<file path="src/flash_pin_map.svh">
/*
  Constants for the serial flash pin front end: register offsets, field
  positions and reset values.
  Assumes inclusion by bare name from the package and the bench.
*/
`ifndef FLASH_PIN_MAP_SVH
`define FLASH_PIN_MAP_SVH

// ****************************************************************
// Register byte offsets
// ****************************************************************
`define OFS_CONTROL    8'h00
`define OFS_STATUS     8'h04
`define OFS_RXDATA     8'h08
`define OFS_TXDATA     8'h0C
`define OFS_NVCFG      8'h10
`define OFS_EVCFG      8'h14

// ****************************************************************
// Field positions
// ****************************************************************
`define CTL_DTR_BIT    0
`define CTL_QIO_BIT    1
`define CTL_BUSY_BIT   2
`define CFG_RSTDIS_BIT 4
`define CFG_PAUSEDIS_BIT 4

// ****************************************************************
// Reset values and AXI responses
// ****************************************************************
`define CONTROL_RESET  32'h0000_0000
`define CFG_RESET      8'hFF
`define AXI_OKAY       2'b00
`define AXI_SLVERR     2'b10

`endif

</file>
<file path="src/flash_pin_pkg.sv">
/*
  Types shared by the serial flash pin front end.
  Assumes the map header is on the include path.
*/
package flash_pin_pkg;
  `include "flash_pin_map.svh"

  typedef enum logic [1:0] {
    single_edge_rate_lane,
    dual_io_protocol,
    quad_io_protocol,
    extended_io_protocol
  } lane_mode_t;

  typedef enum logic [1:0] {
    stIdle,
    stRead,
    stWriteResp
  } bus_state_t;
endpackage

</file>
<file path="src/edge_sampler.sv">
/*
  Two-flop synchroniser for a group of pins with an edge finder behind it.
  Assumes all inputs come from outside the clk domain.
*/
`timescale 1ns/1ps
module edge_sampler
  import flash_pin_pkg::*;
#(
  parameter int               WIDTH = 8,
  parameter logic [WIDTH-1:0] IDLE  = '0
)(
  input  wire logic             clk,
  input  wire logic             reset_n,
  input  wire logic [WIDTH-1:0] pinIn,
  output logic      [WIDTH-1:0] level,
  output logic      [WIDTH-1:0] rise,
  output logic      [WIDTH-1:0] fall
);

  typedef struct packed {
    logic [WIDTH-1:0] meta;
    logic [WIDTH-1:0] sync;
    logic [WIDTH-1:0] last;
  } sampler_t;

  sampler_t state_reg;
  sampler_t state_next;

  // Every flop starts at its pin's idle level, so no false edge follows reset.
  // A select held low through reset is thus no falling edge and arms nothing.
  always_comb
  begin
    state_next      = state_reg;
    state_next.meta = pinIn;
    state_next.sync = state_reg.meta;
    state_next.last = state_reg.sync;
  end

  always_ff @(posedge clk or negedge reset_n)
  begin
    if (!reset_n)
      state_reg <= '{meta: IDLE, sync: IDLE, last: IDLE};
    else
      state_reg <= state_next;
  end

  assign level = state_reg.sync;
  assign rise  = state_reg.sync & ~state_reg.last;
  assign fall  = ~state_reg.sync & state_reg.last;
endmodule

</file>
<file path="src/flash_pin_front.sv">
/*
  Pin-level front end of a serial NOR flash interface, with an AXI4-Lite
  register slave. Shifts command, address and data bytes on the flash pins
  and hands whole bytes to software.
  Assumes the host drives select, clock, reset and pause pins asynchronously,
  and that the serial clock is slow against clk (at least 4 clk per half).
*/
// Decided for this implementation: the AXI4-Lite register port and the placing of the registers.
`timescale 1ns/1ps
module flash_pin_front
  import flash_pin_pkg::*;
#(
  parameter bit SHARED_RESET = 1'b0
)(
  input  wire logic        clk,
  input  wire logic        reset_n,
  input  wire logic        selectPin_n,
  input  wire logic        serialClkPin,
  input  wire logic        resetPin_n,
  input  wire logic        pausePin_n,
  input  wire logic [3:0]  dqIn,
  output logic      [3:0]  dqOut,
  output logic      [3:0]  dqOe,
  output logic             standby,
  input  wire logic [7:0]  s_axi_awaddr,
  input  wire logic        s_axi_awvalid,
  output logic             s_axi_awready,
  input  wire logic [31:0] s_axi_wdata,
  input  wire logic [3:0]  s_axi_wstrb,
  input  wire logic        s_axi_wvalid,
  output logic             s_axi_wready,
  output logic [1:0]       s_axi_bresp,
  output logic             s_axi_bvalid,
  input  wire logic        s_axi_bready,
  input  wire logic [7:0]  s_axi_araddr,
  input  wire logic        s_axi_arvalid,
  output logic             s_axi_arready,
  output logic [31:0]      s_axi_rdata,
  output logic [1:0]       s_axi_rresp,
  output logic             s_axi_rvalid,
  input  wire logic        s_axi_rready
);

  // ****************************************************************
  // Pin synchronisers
  // ****************************************************************
  logic [7:0] pinLevel;
  logic [7:0] pinRise;
  logic [7:0] pinFall;

  edge_sampler #(.WIDTH(8), .IDLE(8'hFC)) sampler (
    .clk     (clk),
    .reset_n (reset_n),
    .pinIn   ({dqIn, pausePin_n, resetPin_n, serialClkPin, selectPin_n}),
    .level   (pinLevel),
    .rise    (pinRise),
    .fall    (pinFall)
  );

  // ****************************************************************
  // State
  // ****************************************************************
  typedef struct packed {
    logic        armed;
    logic        selected;
    logic        cmdDone;
    logic [2:0]  bitCount;
    logic [7:0]  shiftIn;
    logic [7:0]  shiftOut;
    logic [7:0]  rxData;
    logic        rxValid;
    logic [7:0]  txData;
    logic        dtr;
    logic        qio;
    lane_mode_t  lanes;
    logic        busy;
    logic [7:0]  nvCfg;
    logic [7:0]  evCfg;
    logic [3:0]  dqOut;
    logic [3:0]  dqOe;
    logic        standby;
    bus_state_t  bus;
    logic        awSeen;
    logic        wSeen;
    logic [7:0]  awAddr;
    logic [31:0] wData;
    logic        awReady;
    logic        wReady;
    logic        arReady;
    logic        bValid;
    logic [1:0]  bResp;
    logic        rValid;
    logic [31:0] rData;
    logic [1:0]  rResp;
  } front_t;

  front_t st_reg;
  front_t st_next;

  // Lanes used per beat; extended protocol behaves as single lane here.
  function automatic logic [2:0] lane_step(input lane_mode_t m);
    unique case (m)
      dual_io_protocol: lane_step = 3'd2;
      quad_io_protocol: lane_step = 3'd4;
      single_edge_rate_lane, extended_io_protocol: lane_step = 3'd1;
    endcase
  endfunction

  function automatic logic [31:0] read_mux(input front_t s, input logic [7:0] a);
    read_mux = 32'h0000_0000;
    unique case (a)
      `OFS_CONTROL: read_mux = {27'h0, s.lanes, s.busy, s.qio, s.dtr};
      `OFS_STATUS:  read_mux = {26'h0, s.armed, s.cmdDone, s.rxValid, s.standby, s.selected, 1'b0};
      `OFS_RXDATA:  read_mux = {24'h0, s.rxData};
      `OFS_TXDATA:  read_mux = {24'h0, s.txData};
      `OFS_NVCFG:   read_mux = {24'h0, s.nvCfg};
      `OFS_EVCFG:   read_mux = {24'h0, s.evCfg};
      default:      read_mux = 32'h0000_0000;
    endcase
  endfunction

  function automatic logic addr_ok(input logic [7:0] a);
    addr_ok = (a == `OFS_CONTROL) || (a == `OFS_STATUS) || (a == `OFS_RXDATA) ||
              (a == `OFS_TXDATA) || (a == `OFS_NVCFG) || (a == `OFS_EVCFG);
  endfunction

  logic selLow;
  logic sckRise;
  logic sckFall;
  logic rstLow;
  logic pauseLow;
  logic rstEnabled;
  logic pauseEnabled;
  logic sampleEdge;
  logic driveEdge;
  logic [2:0] step;
  logic rxSet;

  always_comb
  begin
    selLow       = !pinLevel[0];
    sckRise      = pinRise[1];
    sckFall      = pinFall[1];
    rstEnabled   = st_reg.nvCfg[`CFG_RSTDIS_BIT] && st_reg.evCfg[`CFG_RSTDIS_BIT]
                   && !(SHARED_RESET && st_reg.qio);
    rstLow       = !pinLevel[2] && rstEnabled;
    pauseEnabled = st_reg.nvCfg[`CFG_PAUSEDIS_BIT] && st_reg.evCfg[`CFG_PAUSEDIS_BIT]
                   && !st_reg.qio && !st_reg.dtr;
    pauseLow     = !pinLevel[3] && pauseEnabled;
    sampleEdge   = sckRise || (st_reg.dtr && sckFall && st_reg.cmdDone);
    driveEdge    = sckFall || (st_reg.dtr && sckRise);
    step         = lane_step(st_reg.lanes);

    st_next         = st_reg;
    rxSet           = 1'b0;

    // ****************************************************************
    // Serial side
    // ****************************************************************
    if (pinFall[0])
    begin
      st_next.armed    = 1'b1;
      st_next.selected = 1'b1;
      st_next.standby  = 1'b0;
      st_next.bitCount = 3'd0;
      st_next.cmdDone  = 1'b0;
      st_next.shiftOut = st_reg.txData;
    end
    if (!selLow)
    begin
      st_next.selected = 1'b0;
      st_next.dqOe     = 4'h0;
      st_next.standby  = !st_reg.busy;
    end
    else if (st_reg.selected && st_reg.armed && !pauseLow)
    begin
      if (sampleEdge)
      begin
        unique case (step)
          3'd2:    st_next.shiftIn = {st_reg.shiftIn[5:0], pinLevel[5:4]};
          3'd4:    st_next.shiftIn = {st_reg.shiftIn[3:0], pinLevel[7:4]};
          default: st_next.shiftIn = {st_reg.shiftIn[6:0], pinLevel[4]};
        endcase
        st_next.bitCount = 3'(st_reg.bitCount + step);
        if (3'(st_reg.bitCount + step) == 3'd0)
        begin
          st_next.rxData  = st_next.shiftIn;
          st_next.rxValid = 1'b1;
          rxSet           = 1'b1;
          st_next.cmdDone = 1'b1;
        end
      end
      if (driveEdge && st_reg.cmdDone)
      begin
        unique case (step)
          3'd2:
          begin
            st_next.dqOut    = {2'b00, st_reg.shiftOut[7:6]};
            st_next.dqOe     = 4'h3;
            st_next.shiftOut = {st_reg.shiftOut[5:0], 2'b00};
          end
          3'd4:
          begin
            st_next.dqOut    = st_reg.shiftOut[7:4];
            st_next.dqOe     = 4'hF;
            st_next.shiftOut = {st_reg.shiftOut[3:0], 4'h0};
          end
          default:
          begin
            st_next.dqOut    = {2'b00, st_reg.shiftOut[7], 1'b0};
            st_next.dqOe     = 4'h2;
            st_next.shiftOut = {st_reg.shiftOut[6:0], 1'b0};
          end
        endcase
      end
    end
    else if (pauseLow)
      st_next.dqOe = 4'h0;

    // ****************************************************************
    // Register bus
    // ****************************************************************
    st_next.awReady = 1'b0;
    st_next.wReady  = 1'b0;
    st_next.arReady = 1'b0;
    if (s_axi_awvalid && st_reg.awReady)
    begin
      st_next.awSeen = 1'b1;
      st_next.awAddr = s_axi_awaddr;
    end
    if (s_axi_wvalid && st_reg.wReady)
    begin
      st_next.wSeen = 1'b1;
      st_next.wData = s_axi_wdata;
    end
    unique case (st_reg.bus)
      stIdle:
      begin
        if (st_reg.awSeen && st_reg.wSeen)
        begin
          st_next.bus    = stWriteResp;
          st_next.bValid = 1'b1;
          st_next.bResp  = addr_ok(st_reg.awAddr) ? `AXI_OKAY : `AXI_SLVERR;
          st_next.awSeen = 1'b0;
          st_next.wSeen  = 1'b0;
          unique case (st_reg.awAddr)
            `OFS_CONTROL:
            begin
              st_next.dtr   = st_reg.wData[`CTL_DTR_BIT];
              st_next.qio   = st_reg.wData[`CTL_QIO_BIT];
              st_next.busy  = st_reg.wData[`CTL_BUSY_BIT];
              st_next.lanes = lane_mode_t'(st_reg.wData[4:3]);
            end
            `OFS_RXDATA: st_next.rxValid = rxSet;
            `OFS_TXDATA: st_next.txData = st_reg.wData[7:0];
            `OFS_NVCFG:  st_next.nvCfg = st_reg.wData[7:0];
            `OFS_EVCFG:  st_next.evCfg = st_reg.wData[7:0];
            default: ;
          endcase
        end
        else if (s_axi_arvalid && !st_reg.arReady)
        begin
          st_next.arReady = 1'b1;
          st_next.bus     = stRead;
          st_next.rValid  = 1'b1;
          st_next.rData   = read_mux(st_reg, s_axi_araddr);
          st_next.rResp   = addr_ok(s_axi_araddr) ? `AXI_OKAY : `AXI_SLVERR;
        end
        else
        begin
          st_next.awReady = !st_reg.awSeen && !st_reg.awReady;
          st_next.wReady  = !st_reg.wSeen && !st_reg.wReady;
        end
      end
      stRead:
        if (s_axi_rready)
        begin
          st_next.rValid = 1'b0;
          st_next.bus    = stIdle;
        end
      stWriteResp:
        if (s_axi_bready)
        begin
          st_next.bValid = 1'b0;
          st_next.bus    = stIdle;
        end
      default: st_next.bus = stIdle;
    endcase

    // Reset pin wins over arming, selection, bit count, command state and lane enables on the serial side.
    if (rstLow)
    begin
      st_next.armed    = 1'b0;
      st_next.selected = 1'b0;
      st_next.cmdDone  = 1'b0;
      st_next.bitCount = 3'd0;
      st_next.dqOe     = 4'h0;
      st_next.busy     = 1'b0;
      st_next.evCfg    = `CFG_RESET;
      st_next.dtr      = 1'b0;
      st_next.qio      = 1'b0;
    end
  end

  always_ff @(posedge clk or negedge reset_n)
  begin
    if (!reset_n)
    begin
      st_reg         <= '0;
      st_reg.standby <= 1'b1;
      st_reg.nvCfg   <= `CFG_RESET;
      st_reg.evCfg   <= `CFG_RESET;
    end
    else
      st_reg <= st_next;
  end

  assign dqOut         = st_reg.dqOut;
  assign dqOe          = st_reg.dqOe;
  assign standby       = st_reg.standby;
  assign s_axi_awready = st_reg.awReady;
  assign s_axi_wready  = st_reg.wReady;
  assign s_axi_bvalid  = st_reg.bValid;
  assign s_axi_bresp   = st_reg.bResp;
  assign s_axi_arready = st_reg.arReady;
  assign s_axi_rvalid  = st_reg.rValid;
  assign s_axi_rdata   = st_reg.rData;
  assign s_axi_rresp   = st_reg.rResp;
endmodule

</file>
<file path="config.mk">
export PLATFORM = sky130hd
export DESIGN_NAME = flash_pin_front
export DESIGN_NICKNAME = d
export VERILOG_FILES = /design/src/flash_pin_pkg.sv /design/src/edge_sampler.sv /design/src/flash_pin_front.sv
export VERILOG_INCLUDE_DIRS = /design/src
export SDC_FILE = /design/constraint.sdc
export NUM_CORES = 1
export LEC_CHECK = 0
export BUFFER_PORTS_ARGS = -buffer_cell sky130_fd_sc_hd__buf_2
export CAP_MARGIN = 20
export CORE_AREA = 2 2 110 112
export DETAILED_ROUTE_END_ITERATION = 8
export DIE_AREA = 0 0 112 114
export PLACE_DENSITY = 0.85
export SETUP_SLACK_MARGIN = 0.15
export SLEW_MARGIN = 20
export SYNTH_ARGS = -nofsm -noshare
export SYNTH_HDL_FRONTEND = slang
export SYNTH_SLANG_ARGS = --single-unit
</file>
<file path="constraint.sdc">
create_clock -name clk -period 2.5 [get_ports clk]
set_input_delay 0.375 -clock clk [delete_from_list [all_inputs] [get_ports clk]]
set_output_delay 0.375 -clock clk [all_outputs]
set_load 0.01 [all_outputs]
</file>
# Word level (Yosys, flattened, before mapping)

Index checks and enable logic that the tools add are counted.

Add/sub/neg operators: 1
Eq/ne operators: 24
Multiplexer cells: 59
Bitwise operators: 6
Reductions and logical operators: 70

Operator list:

| operator                                                        | count |
|---|---|
| 35-bit two-way mux                                              | 2 |
| 30-bit two-way mux                                              | 2 |
| 29-bit two-way mux                                              | 2 |
| 8-bit two-way mux                                               | 6 |
| 8-bit case mux with 2 select lines                              | 3 |
| 8-bit case mux with 6 select lines                              | 1 |
| 8-bit by 4-bit == test with 1-bit output, second input constant | 4 |
| 8-bit by 5-bit == test with 1-bit output, second input constant | 4 |
| 3-bit AND reduction                                             | 10 |
| 2-bit two-way mux                                               | 10 |
| 4-bit two-way mux                                               | 5 |
| 9-bit two-way mux                                               | 2 |
| 1-bit logical AND                                               | 17 |
| 8-bit by 3-bit == test with 1-bit output, second input constant | 2 |
| 8-bit zero test                                                 | 2 |
| 2-bit nonzero test                                              | 8 |
| 1-bit two-way mux                                               | 15 |
| 1-bit logical OR                                                | 12 |
| 12-bit two-way mux                                              | 1 |
| 6-bit two-way mux                                               | 2 |
| 1-bit zero test                                                 | 11 |
| 2-bit != test, second input constant                            | 5 |
| 3-bit two-way mux                                               | 3 |
| 3-bit case mux with 3 select lines                              | 1 |
| 20 further kinds                                                | 30 |

Register bits after elaboration: 148
Bits of input ports: 67
Output and inout port bits: 50
Word-level logic and storage cells: 194

# Longest topological paths before layout

Gate-level depths: netlist (run 1).

Word-level depth: 13
Depth in mapped cells: 9
Gate-level depth less buffers: 9

# Hierarchy

A second synthesis (run 1) with hierarchy kept.

Cells, all modules: 504
Area total of the unflattened synthesis: 6030.8 um^2

By module, submodules not included:

| module          | times used | cells an instance | area an instance (um^2) | sequential area each (um^2) |
|---|---|---|---|---|
| flash_pin_front | 1          | 456               | 5207.5                  | 2573.7 |
| edge_sampler    | 1          | 48                | 823.3                   | 623.1 |

# Worst setup path before layout (run 1)

No wires, ideal clock.

Path type: flip-flop to flip-flop
Start: register st_reg[112] (netlist bit)
End: register st_reg[124] (netlist bit)
Library setup time: 125 ps
Data arrival time: 2455 ps
Data required time: 2375 ps
Setup slack: -79 ps
Cell stages (with the launch flop): 10
Path buffers: 1
Period minus slack after synthesis: 2579 ps
Path through: dfrtp_1 inv_1 ha_1 clkbuf_1 inv_1 fa_1 xor2_1 xor2_1 nand4_1 mux2_2

Longest elaborated chain between the ends: 6
Elaborated cells on any way between the ends: 9
Classes of those cells: add/sub (1); eq/ne (3); mux (1); reduce/logical (4)

Ends and longest elaborated chain:

| element                                          | RTL line               | RTL |
|---|---|---|
| start: declaration                               | flash_pin_front.sv:97  | `front_t st_reg;` |
| start signal: assignment                         | flash_pin_front.sv:315 | `st_reg <= st_next;` |
| 2-bit == test or 2-bit zero test (tied branches) | flash_pin_front.sv:102 | `unique case (m)` |
| 2-bit OR reduction                               | flash_pin_front.sv:102 |  |
| 3-bit case mux with 3 select lines (*)           | flash_pin_front.sv:102 |  |
| 3-bit adder (*)                                  | flash_pin_front.sv:185 | `if (3'(st_reg.bitCount + step) == 3'd0)` |
| 3-bit zero test (*)                              | flash_pin_front.sv:185 |  |
| 4-bit AND reduction (no source line) (*)         | -                      |  |

Mark *: on every way between the ends. The rest lies on a longest branch, timed or not.
A chain may end at the register's enable or synchronous reset.

# Worst setup path after layout (run 1)

Ends and elaborated chain as after synthesis.

==> results of run 1 <==
[cell families after synthesis]
family / after synthesis / share of synthesized area, %
compound gates: 83 / 9.31
xor+xnor: 2 / 0.307
fa+ha+maj: 5 / 1.23
buf+inv: 74 / 7.97
flops: 120 / 53.3
mux: 89 / 17.7
other cells: 1 / 0.0658
simple gates: 109 / 10.1
[cell type report]
class | count | area, µm²
multi-input cells | 314 | 2350
repair buffers | 82 | 495
well taps | 147 | 184
clock inverters | 10 | 145
fillers | 906 | 4970
clock buffers | 22 | 464
flip-flops and latches | 120 | 3040
inverters | 15 | 56.3
[through the flow]
stage	setup TNS (ns)	utilization, %	std cells	instance area (µm²)	total power [W]
final	0	57.5	710	6740	0.00681
after global routing	-0.0218	57.5	710	6740	0.00713
after CTS	0	57.4	708	6720	0.00680
after detailed placement	0	51.5	670	6040	0.00419
after global placement	0	51.5	670	6040	0.00407
after floorplan	0	-	508	5830	0.00377
[cell usage in the layout, fill, tap and decap left out, types with 3 or more instances in the layout]
master     netlist  routed
a21oi_1         12      11
a221o_1          4       4
a22o_1           3       3
a22oi_1         13      13
and2_1           3       3
and3_1           3       3
buf_2            3      61
buf_4           44      17
bufinv_16        0       3
clkbuf_1         9       3
clkbuf_16        0      17
clkinv_4         0       4
conb_1           1      26
dfrtp_1         91      91
dfstp_2         29      29
inv_1           15      12
inv_2            0       3
mux2_1           4       4
mux2_2          52      51
mux2i_1         29      29
mux4_2           4       4
nand2_1         37      37
nand2b_1         3       3
nand3_1          3       3
nor2_1          27      27
nor2b_1         11      10
nor3_1           6       6
o21ai_0         33      33
or3_1            3       3
[routing by layer]
metal / up-vias / GRT usage [%] / part of all wire, %
li1: 1773 / - / -
met1: 1993 / 24.2 / 40
met2: 164 / 33.9 / 52
met3: 25 / 5.63 / 6.2
met4: 0 / 8.05 / 2.2
met5: - / 0 / 0
[where the power goes]
group	total (W)	internal, W	leakage, nW	switching [W]
logic	0.00148	0.000713	1.34	0.000766
registers	0.00285	0.00240	1.49	0.000442
clock network	0.00248	0.00162	0.290	0.000857
[timing repair]
item                       4_1_cts  5_1_grt
gates resized for setup          9        1
setup endpoints to repair        8        9
setup buffers                    5        2
pin swaps                        6        1
cloned                           1        0
[path summary, 6_finish.rpt]
| path | cells after the start | endpoint | startpoint |
|---|---|---|---|
| min | 1 | st_reg[148] | reset_n |
| min reg2reg | 0 | sampler.level[1] | sampler.state_next[9] |
| max in group asynchronous | 2 | sampler.state_next[12] | reset_n |
| max | 10 | st_reg[124] | st_reg[112] |
| min in group clk | 1 | sampler.state_next[12] | dqIn[0] |
| max reg2reg | 10 | st_reg[124] | st_reg[112] |
==> qor.yml, run 1 <==
hold_slack_ns: 0.0163
irDropWorstVdd_mv: 0.794
required_ns: 2.79
power_density_nw_per_um2: 1010
synth_flop_cell: "dfrtp_1"
yosysUniqueCellTypes: 53
drc: 0
wirelength_mm: 12.6
drt_iter0_drc: 297
die_x_um: 112
wl_per_cell_um: 17.7
fmax_ghz: 0.410
worst_pin_slew_ns: 0.714
clkTransAtPathRegs_ns: 0.06
layout_min_cycle_time_ns: 2.44
critPathBufInv: 4
largest_register_ffs: 79
setup_ws_ns: 0.0626
hold_viol: 0
hpwlAfterDp_mm: 8.50
area.growth.synth_to_final_pct: 18.2
cts-htree-levels: 4
ys_ff_latch: 120
grt_pass1_vias: 3891
gp_congestion: 0.845
cpPeakStageDelay_ns: 0.41
cts_tree: "yes"
path_cells: "buf_4, inv_2, ha_2, inv_1, fa_2, xor2_2, xor2_1, nand4_1, buf_6, mux2_4"
drive_above_1_share_pct: 37.8
synthArstFlopShare_pct: 100
cts-buffers-inserted: 17
path_max_fanout: 5
die_area_um2: 12800
netlist_area_um2: 5700
cts_sinks: 120
num-nets-final: 622
io_pins: 117
synth_common_cells: "91 x dfrtp_1, 52 x mux2_2, 44 x buf_4"
cp-end-kind: "register"
globalRouteOverflowTotal: 0
grt_pass1_wl_mm: 19.8
arrival_ns: 2.73
hp-class: "in -> async"
rsz0062_at_grt: "yes"
synth.most_common_cell: "dfrtp_1"
skew_ns: 0.00786
grt_antenna_before_repair: 0
diodes: 0
die_h_um: 114
synthTopCellsByArea: "dfrtp_1 40%, dfstp_2 13%, mux2_2 10%"
path_class: "reg -> reg"
pre_cts_ws_ns: 0.0838
reg2reg_slack_ns: 0.06
final-max-slew-violation-count: 0
finalCritPeriodShare_pct: 97.5
status: "finished, final reports clean"
synth_top_cell_area_share_pct: 40.0
synth_cells: 483
slowest_stage: "dfrtp_1"
maxCapViolCount: 0
core-area_um2: 11700
drt-pass1-iter-count: 5
yosysWarnings: 0
synth_edf_count: 0
setup.worst_path.start_class: "register"
seq_area_frac_synth_pct: 53.3
setup_viol: 0
clk_path_buf_depth: 2
num_rows: 40
port_buffers: 62
crit_family: "adder cells"
groute.usage.overall_pct: 19.9
p_leak_nw: 3.12
hold_buffers: 0
dr_total_vias: 3955
maxSlewHeadroom_pct: 52.4
synth_largest_area_cell: "dfrtp_1"
worstSkewPairLatency_ns: 0.41
cts-root-buf: "clkbuf_16"
vias_per_cell: 5.57
initial_core_util_pct: 48.7
ant_nets: 0
avgSynthCellArea_um2: 11.8
grt_max_degree: 55
Power figures use the tool's default switching activity.
==> run 2, diff against run 1 <==
--- a/config.mk
+++ b/config.mk
@@ -8,10 +8,10 @@
 export LEC_CHECK = 0
 export BUFFER_PORTS_ARGS = -buffer_cell sky130_fd_sc_hd__buf_2
 export CAP_MARGIN = 20
-export CORE_AREA = 2 2 110 112
+export CORE_AREA = 2 2 106 108
 export DETAILED_ROUTE_END_ITERATION = 8
-export DIE_AREA = 0 0 112 114
-export PLACE_DENSITY = 0.85
+export DIE_AREA = 0 0 108 110
+export PLACE_DENSITY = 0.83
 export SETUP_SLACK_MARGIN = 0.15
 export SLEW_MARGIN = 20
 export SYNTH_ARGS = -nofsm -noshare
==> constraint.sdc (replaced) <==
create_clock -name clk -period 3 [get_ports clk]
set_input_delay 0.45 -clock clk [delete_from_list [all_inputs] [get_ports clk]]
set_output_delay 0.45 -clock clk [all_outputs]
set_load 0.01 [all_outputs]
==> run 2 against run 1 <==
Register-to-register slack gained 0.35 ns. Final area down 1.3%. Critical path type unchanged. Utilization is 4.6 points higher. Critical path depth unchanged. Sequential cell count unchanged. Sequential share of layout area up 0.59 points. Critical endpoint unchanged. Clock power fell by 7%. Via count fell by 2.5%. Non-clock buffer count shrank 11. Global-route usage grew 1.8 points. Routed wire length is 5.5% lower.
==> qor.yml, run 2 (same netlist as run 1, synthesis figures left out) <==
drive_above_1_share_pct: 34.4
cts_sinks: 120
p_leak_nw: 3.08
worstSkewPairLatency_ns: 0.54
cts-buffers-inserted: 17
layout.cells.most_common: "dfrtp_1"
setup_viol: 0
setup.worst_path.start_class: "register"
maxSlewHeadroom_pct: 45.2
arrival_ns: 3.00
die_x_um: 108
core-area_um2: 10700
path_class: "reg -> reg"
skew_ns: 0.00661
cts-htree-levels: 4
wl_per_cell_um: 17.1
final-max-slew-violation-count: 0
globalRouteOverflowTotal: 0
fmax_ghz: 0.387
die_h_um: 110
vias_per_cell: 5.57
power.share.switching_pct: 29.0
drt_iter0_drc: 180
clkTransAtPathRegs_ns: 0.06
layout_min_cycle_time_ns: 2.58
grt_antenna_before_repair: 0
power_w: 0.00576
irDropWorstVdd_mv: 0.533
hpwlAfterDp_mm: 7.87
rsz0062_at_grt: "no"
cts_tree: "yes"
grt_pass1_vias: 3946
wirelength_mm: 11.9
initial_core_util_pct: 53.3
diodes: 0
gp_congestion: 0.794
ant_nets: 0
cp-end-kind: "register"
grt_pass1_wl_mm: 19.3
num-nets-final: 611
groute.usage.overall_pct: 21.8
io_pins: 117
pwr-share-comb_pct: 18.9
hold_viol: 0
area.growth.synth_to_final_pct: 16.7
pwr-share-seq_pct: 41.0
path_cells: "inv_1, ha_1, ha_1, inv_1, fa_1, xor2_1, xor2_1, nand4_1, buf_4, mux2_2"
dr_total_vias: 3856
setup_tns_ns: 0
finalCritPeriodShare_pct: 86.1
hp-class: "in -> async"
most-common-layout-cells: "91 x dfrtp_1, 61 x buf_2, 52 x mux2_2"
worst_pin_slew_ns: 0.820
intPower_w: 0.00409
maxCapViolCount: 0
num_rows: 38
die_area_um2: 11900
status: "finished, final reports clean"
netSwitchingPower_w: 0.00167
path_max_fanout: 10
cts-root-buf: "clkbuf_8"
clk_path_buf_depth: 2
drc: 0
grt_max_degree: 121
slowest_stage: "fa_1"
required_ns: 3.42
power_density_nw_per_um2: 866
pwr-share-clk_pct: 40.1
cpPeakStageDelay_ns: 0.41
drt-pass1-iter-count: 4
largest_register_ffs: 79
port_buffers: 62
ctsResizeCount: 0
## run 2: changes by cell type in the layout (fill, tap and decap cells not counted), sizes merged
cell,change
buf,-15
bufinv,+3
clkbuf,-1
clkinv,-2
dlygate4sd3,+4
## run 2: worst paths after layout
path / start / to / slack, ns / cells past startpoint
worst max-delay path: st_reg[111] / st_reg[124] / 0.42 / 10
worst min-delay path: reset_n / st_reg[141] / 0.01 / 2
worst max register to register: st_reg[111] / st_reg[124] / 0.42 / 10
worst min register to register: sampler.state_next[8] / sampler.level[0] / 0.35 / 0
max in group asynchronous: reset_n / st_reg[152] / 2.52 / 2
min in group clk: resetPin_n / sampler.state_next[10] / 0.01 / 1
## run 2: final cells by class
class | count | area, µm²
fill | 844 | 4050
sequential | 120 | 3040
multi-input combinational | 314 | 2300
clock buffer | 21 | 459
timing repair buffer | 71 | 403
clock inverter | 11 | 218
tap | 140 | 175
inverter | 15 | 56.3
## run 2: power groups by stage
| stage | clock (W) | combinational (W) | sequential [W] |
|---|---|---|---|
| after floorplan | 0 | 0.000857 | 0.00225 |
| after global placement | 0 | 0.00101 | 0.00235 |
| after CTS | 0.00234 | 0.00109 | 0.00236 |
| after global routing | 0.00242 | 0.00120 | 0.00241 |
| after detailed placement | 0 | 0.00107 | 0.00238 |
| final | 0.00231 | 0.00109 | 0.00236 |
## run 2: per-layer routing
metal	GRT usage (%)	routed length, µm	vias up
met5	0	0	-
met3	6.17	659	39
met1	26.1	4930	1918
li1	-	-	1753
met4	11.9	376	0
met2	35.6	5900	146
## run 2: repair_timing
| action | in CTS | in global routing |
|---|---|---|
| hold buffers | 3 | 1 |
| buffers inserted | 0 | 0 |
| hold endpoints to repair | 3 | 1 |
## run 2: worst max-delay path: cells and delay by family (launching register included)
family	cells	cell delay [ns]
simple gates	1	0.13
buf+inv	3	0.37
xor+xnor	2	0.46
mux	1	0.28
flops	1	0.37
fa+ha+maj	3	0.85
## run 2: per-stage QoR
| stage | std cells | util [%] | hold slack (ns) | worst slack (ns) | instance area [µm²] |
|---|---|---|---|---|---|
| 4_1_cts | 691 | 62.1 | 0.00249 | 0.416 | 6640 |
| 6_report | 692 | 62.2 | 0.0120 | 0.417 | 6650 |
| 5_1_grt | 692 | 62.2 | 0.00309 | 0.249 | 6650 |
| 2_1_floorplan | 508 | - | 0.154 | 0.421 | 5790 |
| 3_5_place_dp | 656 | 55.5 | 0.336 | 0.495 | 5930 |
| 3_3_place_gp | 656 | 55.5 | 0.343 | 0.577 | 5930 |
==> run 3, diff against run 2 <==
--- a/config.mk
+++ b/config.mk
@@ -11,6 +11,7 @@
 export CORE_AREA = 2 2 106 108
 export DETAILED_ROUTE_END_ITERATION = 8
 export DIE_AREA = 0 0 108 110
+export HOLD_SLACK_MARGIN = 0.02
 export PLACE_DENSITY = 0.83
 export SETUP_SLACK_MARGIN = 0.15
 export SLEW_MARGIN = 20
==> run 3 against run 2 <==
Power hardly changed. Via count fell by 0.36%. Highest routed layer unchanged. Non-clock buffer count grew 4. Critical endpoint unchanged. Sequential cell count did not move. Clock power hardly changed. Final area rose by 0.60%.
==> qor.yml, run 3 (same netlist as run 1, synthesis figures left out) <==
worstSkewPairLatency_ns: 0.54
r2r_start: "st_reg[111]"
setup_tns_ns: 0
rsz0062_at_grt: "no"
hp-class: "in -> async"
cp-end-kind: "register"
path_max_fanout: 10
arrival_ns: 3.00
grt_antenna_before_repair: 0
globalRouteOverflowTotal: 0
grt_max_degree: 121
slowest_stage: "fa_1"
wl_met1_mm: 4.96
p_leak_nw: 3.09
worst_pin_slew_ns: 0.796
rr_worst_depth: 10
clkTransAtPathRegs_ns: 0.06
core-area_um2: 10700
pwr-share-seq_pct: 41.0
hold_slack_ns: 0.00552
intPower_w: 0.00409
die_x_um: 108
maxCapViolCount: 0
r2r-end: "st_reg[124]"
largest_register_ffs: 79
pwr-share-comb_pct: 18.9
required_ns: 3.42
wl_met3_um: 596
drc: 0
layout.cells.most_common: "dfrtp_1"
cts-root-buf: "clkbuf_8"
reg2reg_slack_ns: 0.42
crit_family: "adder cells"
ctsResizeCount: 0
wl_met2_mm: 5.91
power_density_nw_per_um2: 861
area.growth.synth_to_final_pct: 17.4
port_buffers: 62
cts_sinks: 120
power.share.switching_pct: 29.0
grt_pass1_wl_mm: 19.4
path_cells: "inv_1, ha_1, ha_1, inv_1, fa_1, xor2_1, xor2_1, nand4_1, buf_4, mux2_2"
setup_viol: 0
drt_iter0_drc: 170
finalCritPeriodShare_pct: 85.9
most-common-layout-cells: "91 x dfrtp_1, 61 x buf_2, 52 x mux2_2"
skew_ns: 0.00473
ant_nets: 0
vias_per_cell: 5.52
fill_cells: 835
drive_above_1_share_pct: 34.2
drt-pass1-iter-count: 4
cts-htree-levels: 4
groute.usage.overall_pct: 21.8
dr.max_layer_used: "met4"
dr_total_vias: 3842
initial_core_util_pct: 53.3
die_area_um2: 11900
hold_viol: 0
cpPeakStageDelay_ns: 0.41
fmax_ghz: 0.388
layout_min_cycle_time_ns: 2.58
path_class: "reg -> reg"
pwr-share-clk_pct: 40.1
wirelength_mm: 11.9
fin_util_pct: 62.5
cts_tree: "yes"
irDropWorstVdd_mv: 0.535
grt_pass1_vias: 3972
num_rows: 38
netSwitchingPower_w: 0.00167
status: "finished, final reports clean"
wl_per_cell_um: 17.0
setup.worst_path.start_class: "register"
io_pins: 117
critPathBufInv: 3
diodes: 0
hpwlAfterDp_mm: 7.87
final-max-slew-violation-count: 0
gp_congestion: 0.794
cts-buffers-inserted: 17
num-nets-final: 615
maxSlewHeadroom_pct: 46.8
die_h_um: 110
clk_path_buf_depth: 2
[run 3: cell count changes in the layout (fill, tap and decap cells not counted), sizes merged]
cell and change:
dlygate4sd3 +4
[run 3: timing repair]
item                                   4_1_cts  5_1_grt
hold buffers                                 8        0
endpoints found under the hold margin        8        0
buffers inserted                             0        0
[run 3: power by group through the flow]
stage | logic, W | clock network [W] | registers [W]
detailed placement | 0.00107 | 0 | 0.00238
global placement | 0.00101 | 0 | 0.00235
finish | 0.00109 | 0.00231 | 0.00236
global route | 0.00121 | 0.00242 | 0.00241
floorplan | 0.000857 | 0 | 0.00225
CTS | 0.00110 | 0.00234 | 0.00236
[run 3: final cells by class]
type	count	area, µm²	area share [%]
Timing Repair Buffer	75	443	6.62
Tap cell	140	175	2.62
Clock inverter	11	218	3.25
Inverter	15	56.3	0.842
Clock buffer	21	459	6.86
Multi-Input combinational cell	314	2300	34.4
Sequential cell	120	3040	45.4
[run 3: routing by layer]
layer  global-route usage (%)  vias to the layer above
li1                         -                     1768
met1                     26.1                     1915
met2                     35.8                      124
met3                     6.17                       35
met4                     11.9                        0
met5                        0                        -
[run 3: worst max-delay path by stage]
stage	from	endpoint	slack [ns]	cells past startpoint
final	st_reg[111]	st_reg[124]	0.42	10
after global routing	st_reg[111]	st_reg[130]	0.25	10
after CTS	st_reg[111]	st_reg[124]	0.42	10
after detailed placement	st_reg[111]	st_reg[124]	0.50	10
after global placement	st_reg[111]	st_reg[131]	0.58	10
after floorplan	st_reg[112]	st_reg[124]	0.42	9
[run 3: through the flow]
stage,total power (W),std cells,worst slack (ns),cell area (µm²)
after detailed placement,0.00345,656,0.495,5930
after global placement,0.00336,656,0.577,5930
after CTS,0.00579,696,0.416,6690
after global routing,0.00604,696,0.249,6690
final,0.00576,696,0.424,6690
after floorplan,0.00311,508,0.421,5790
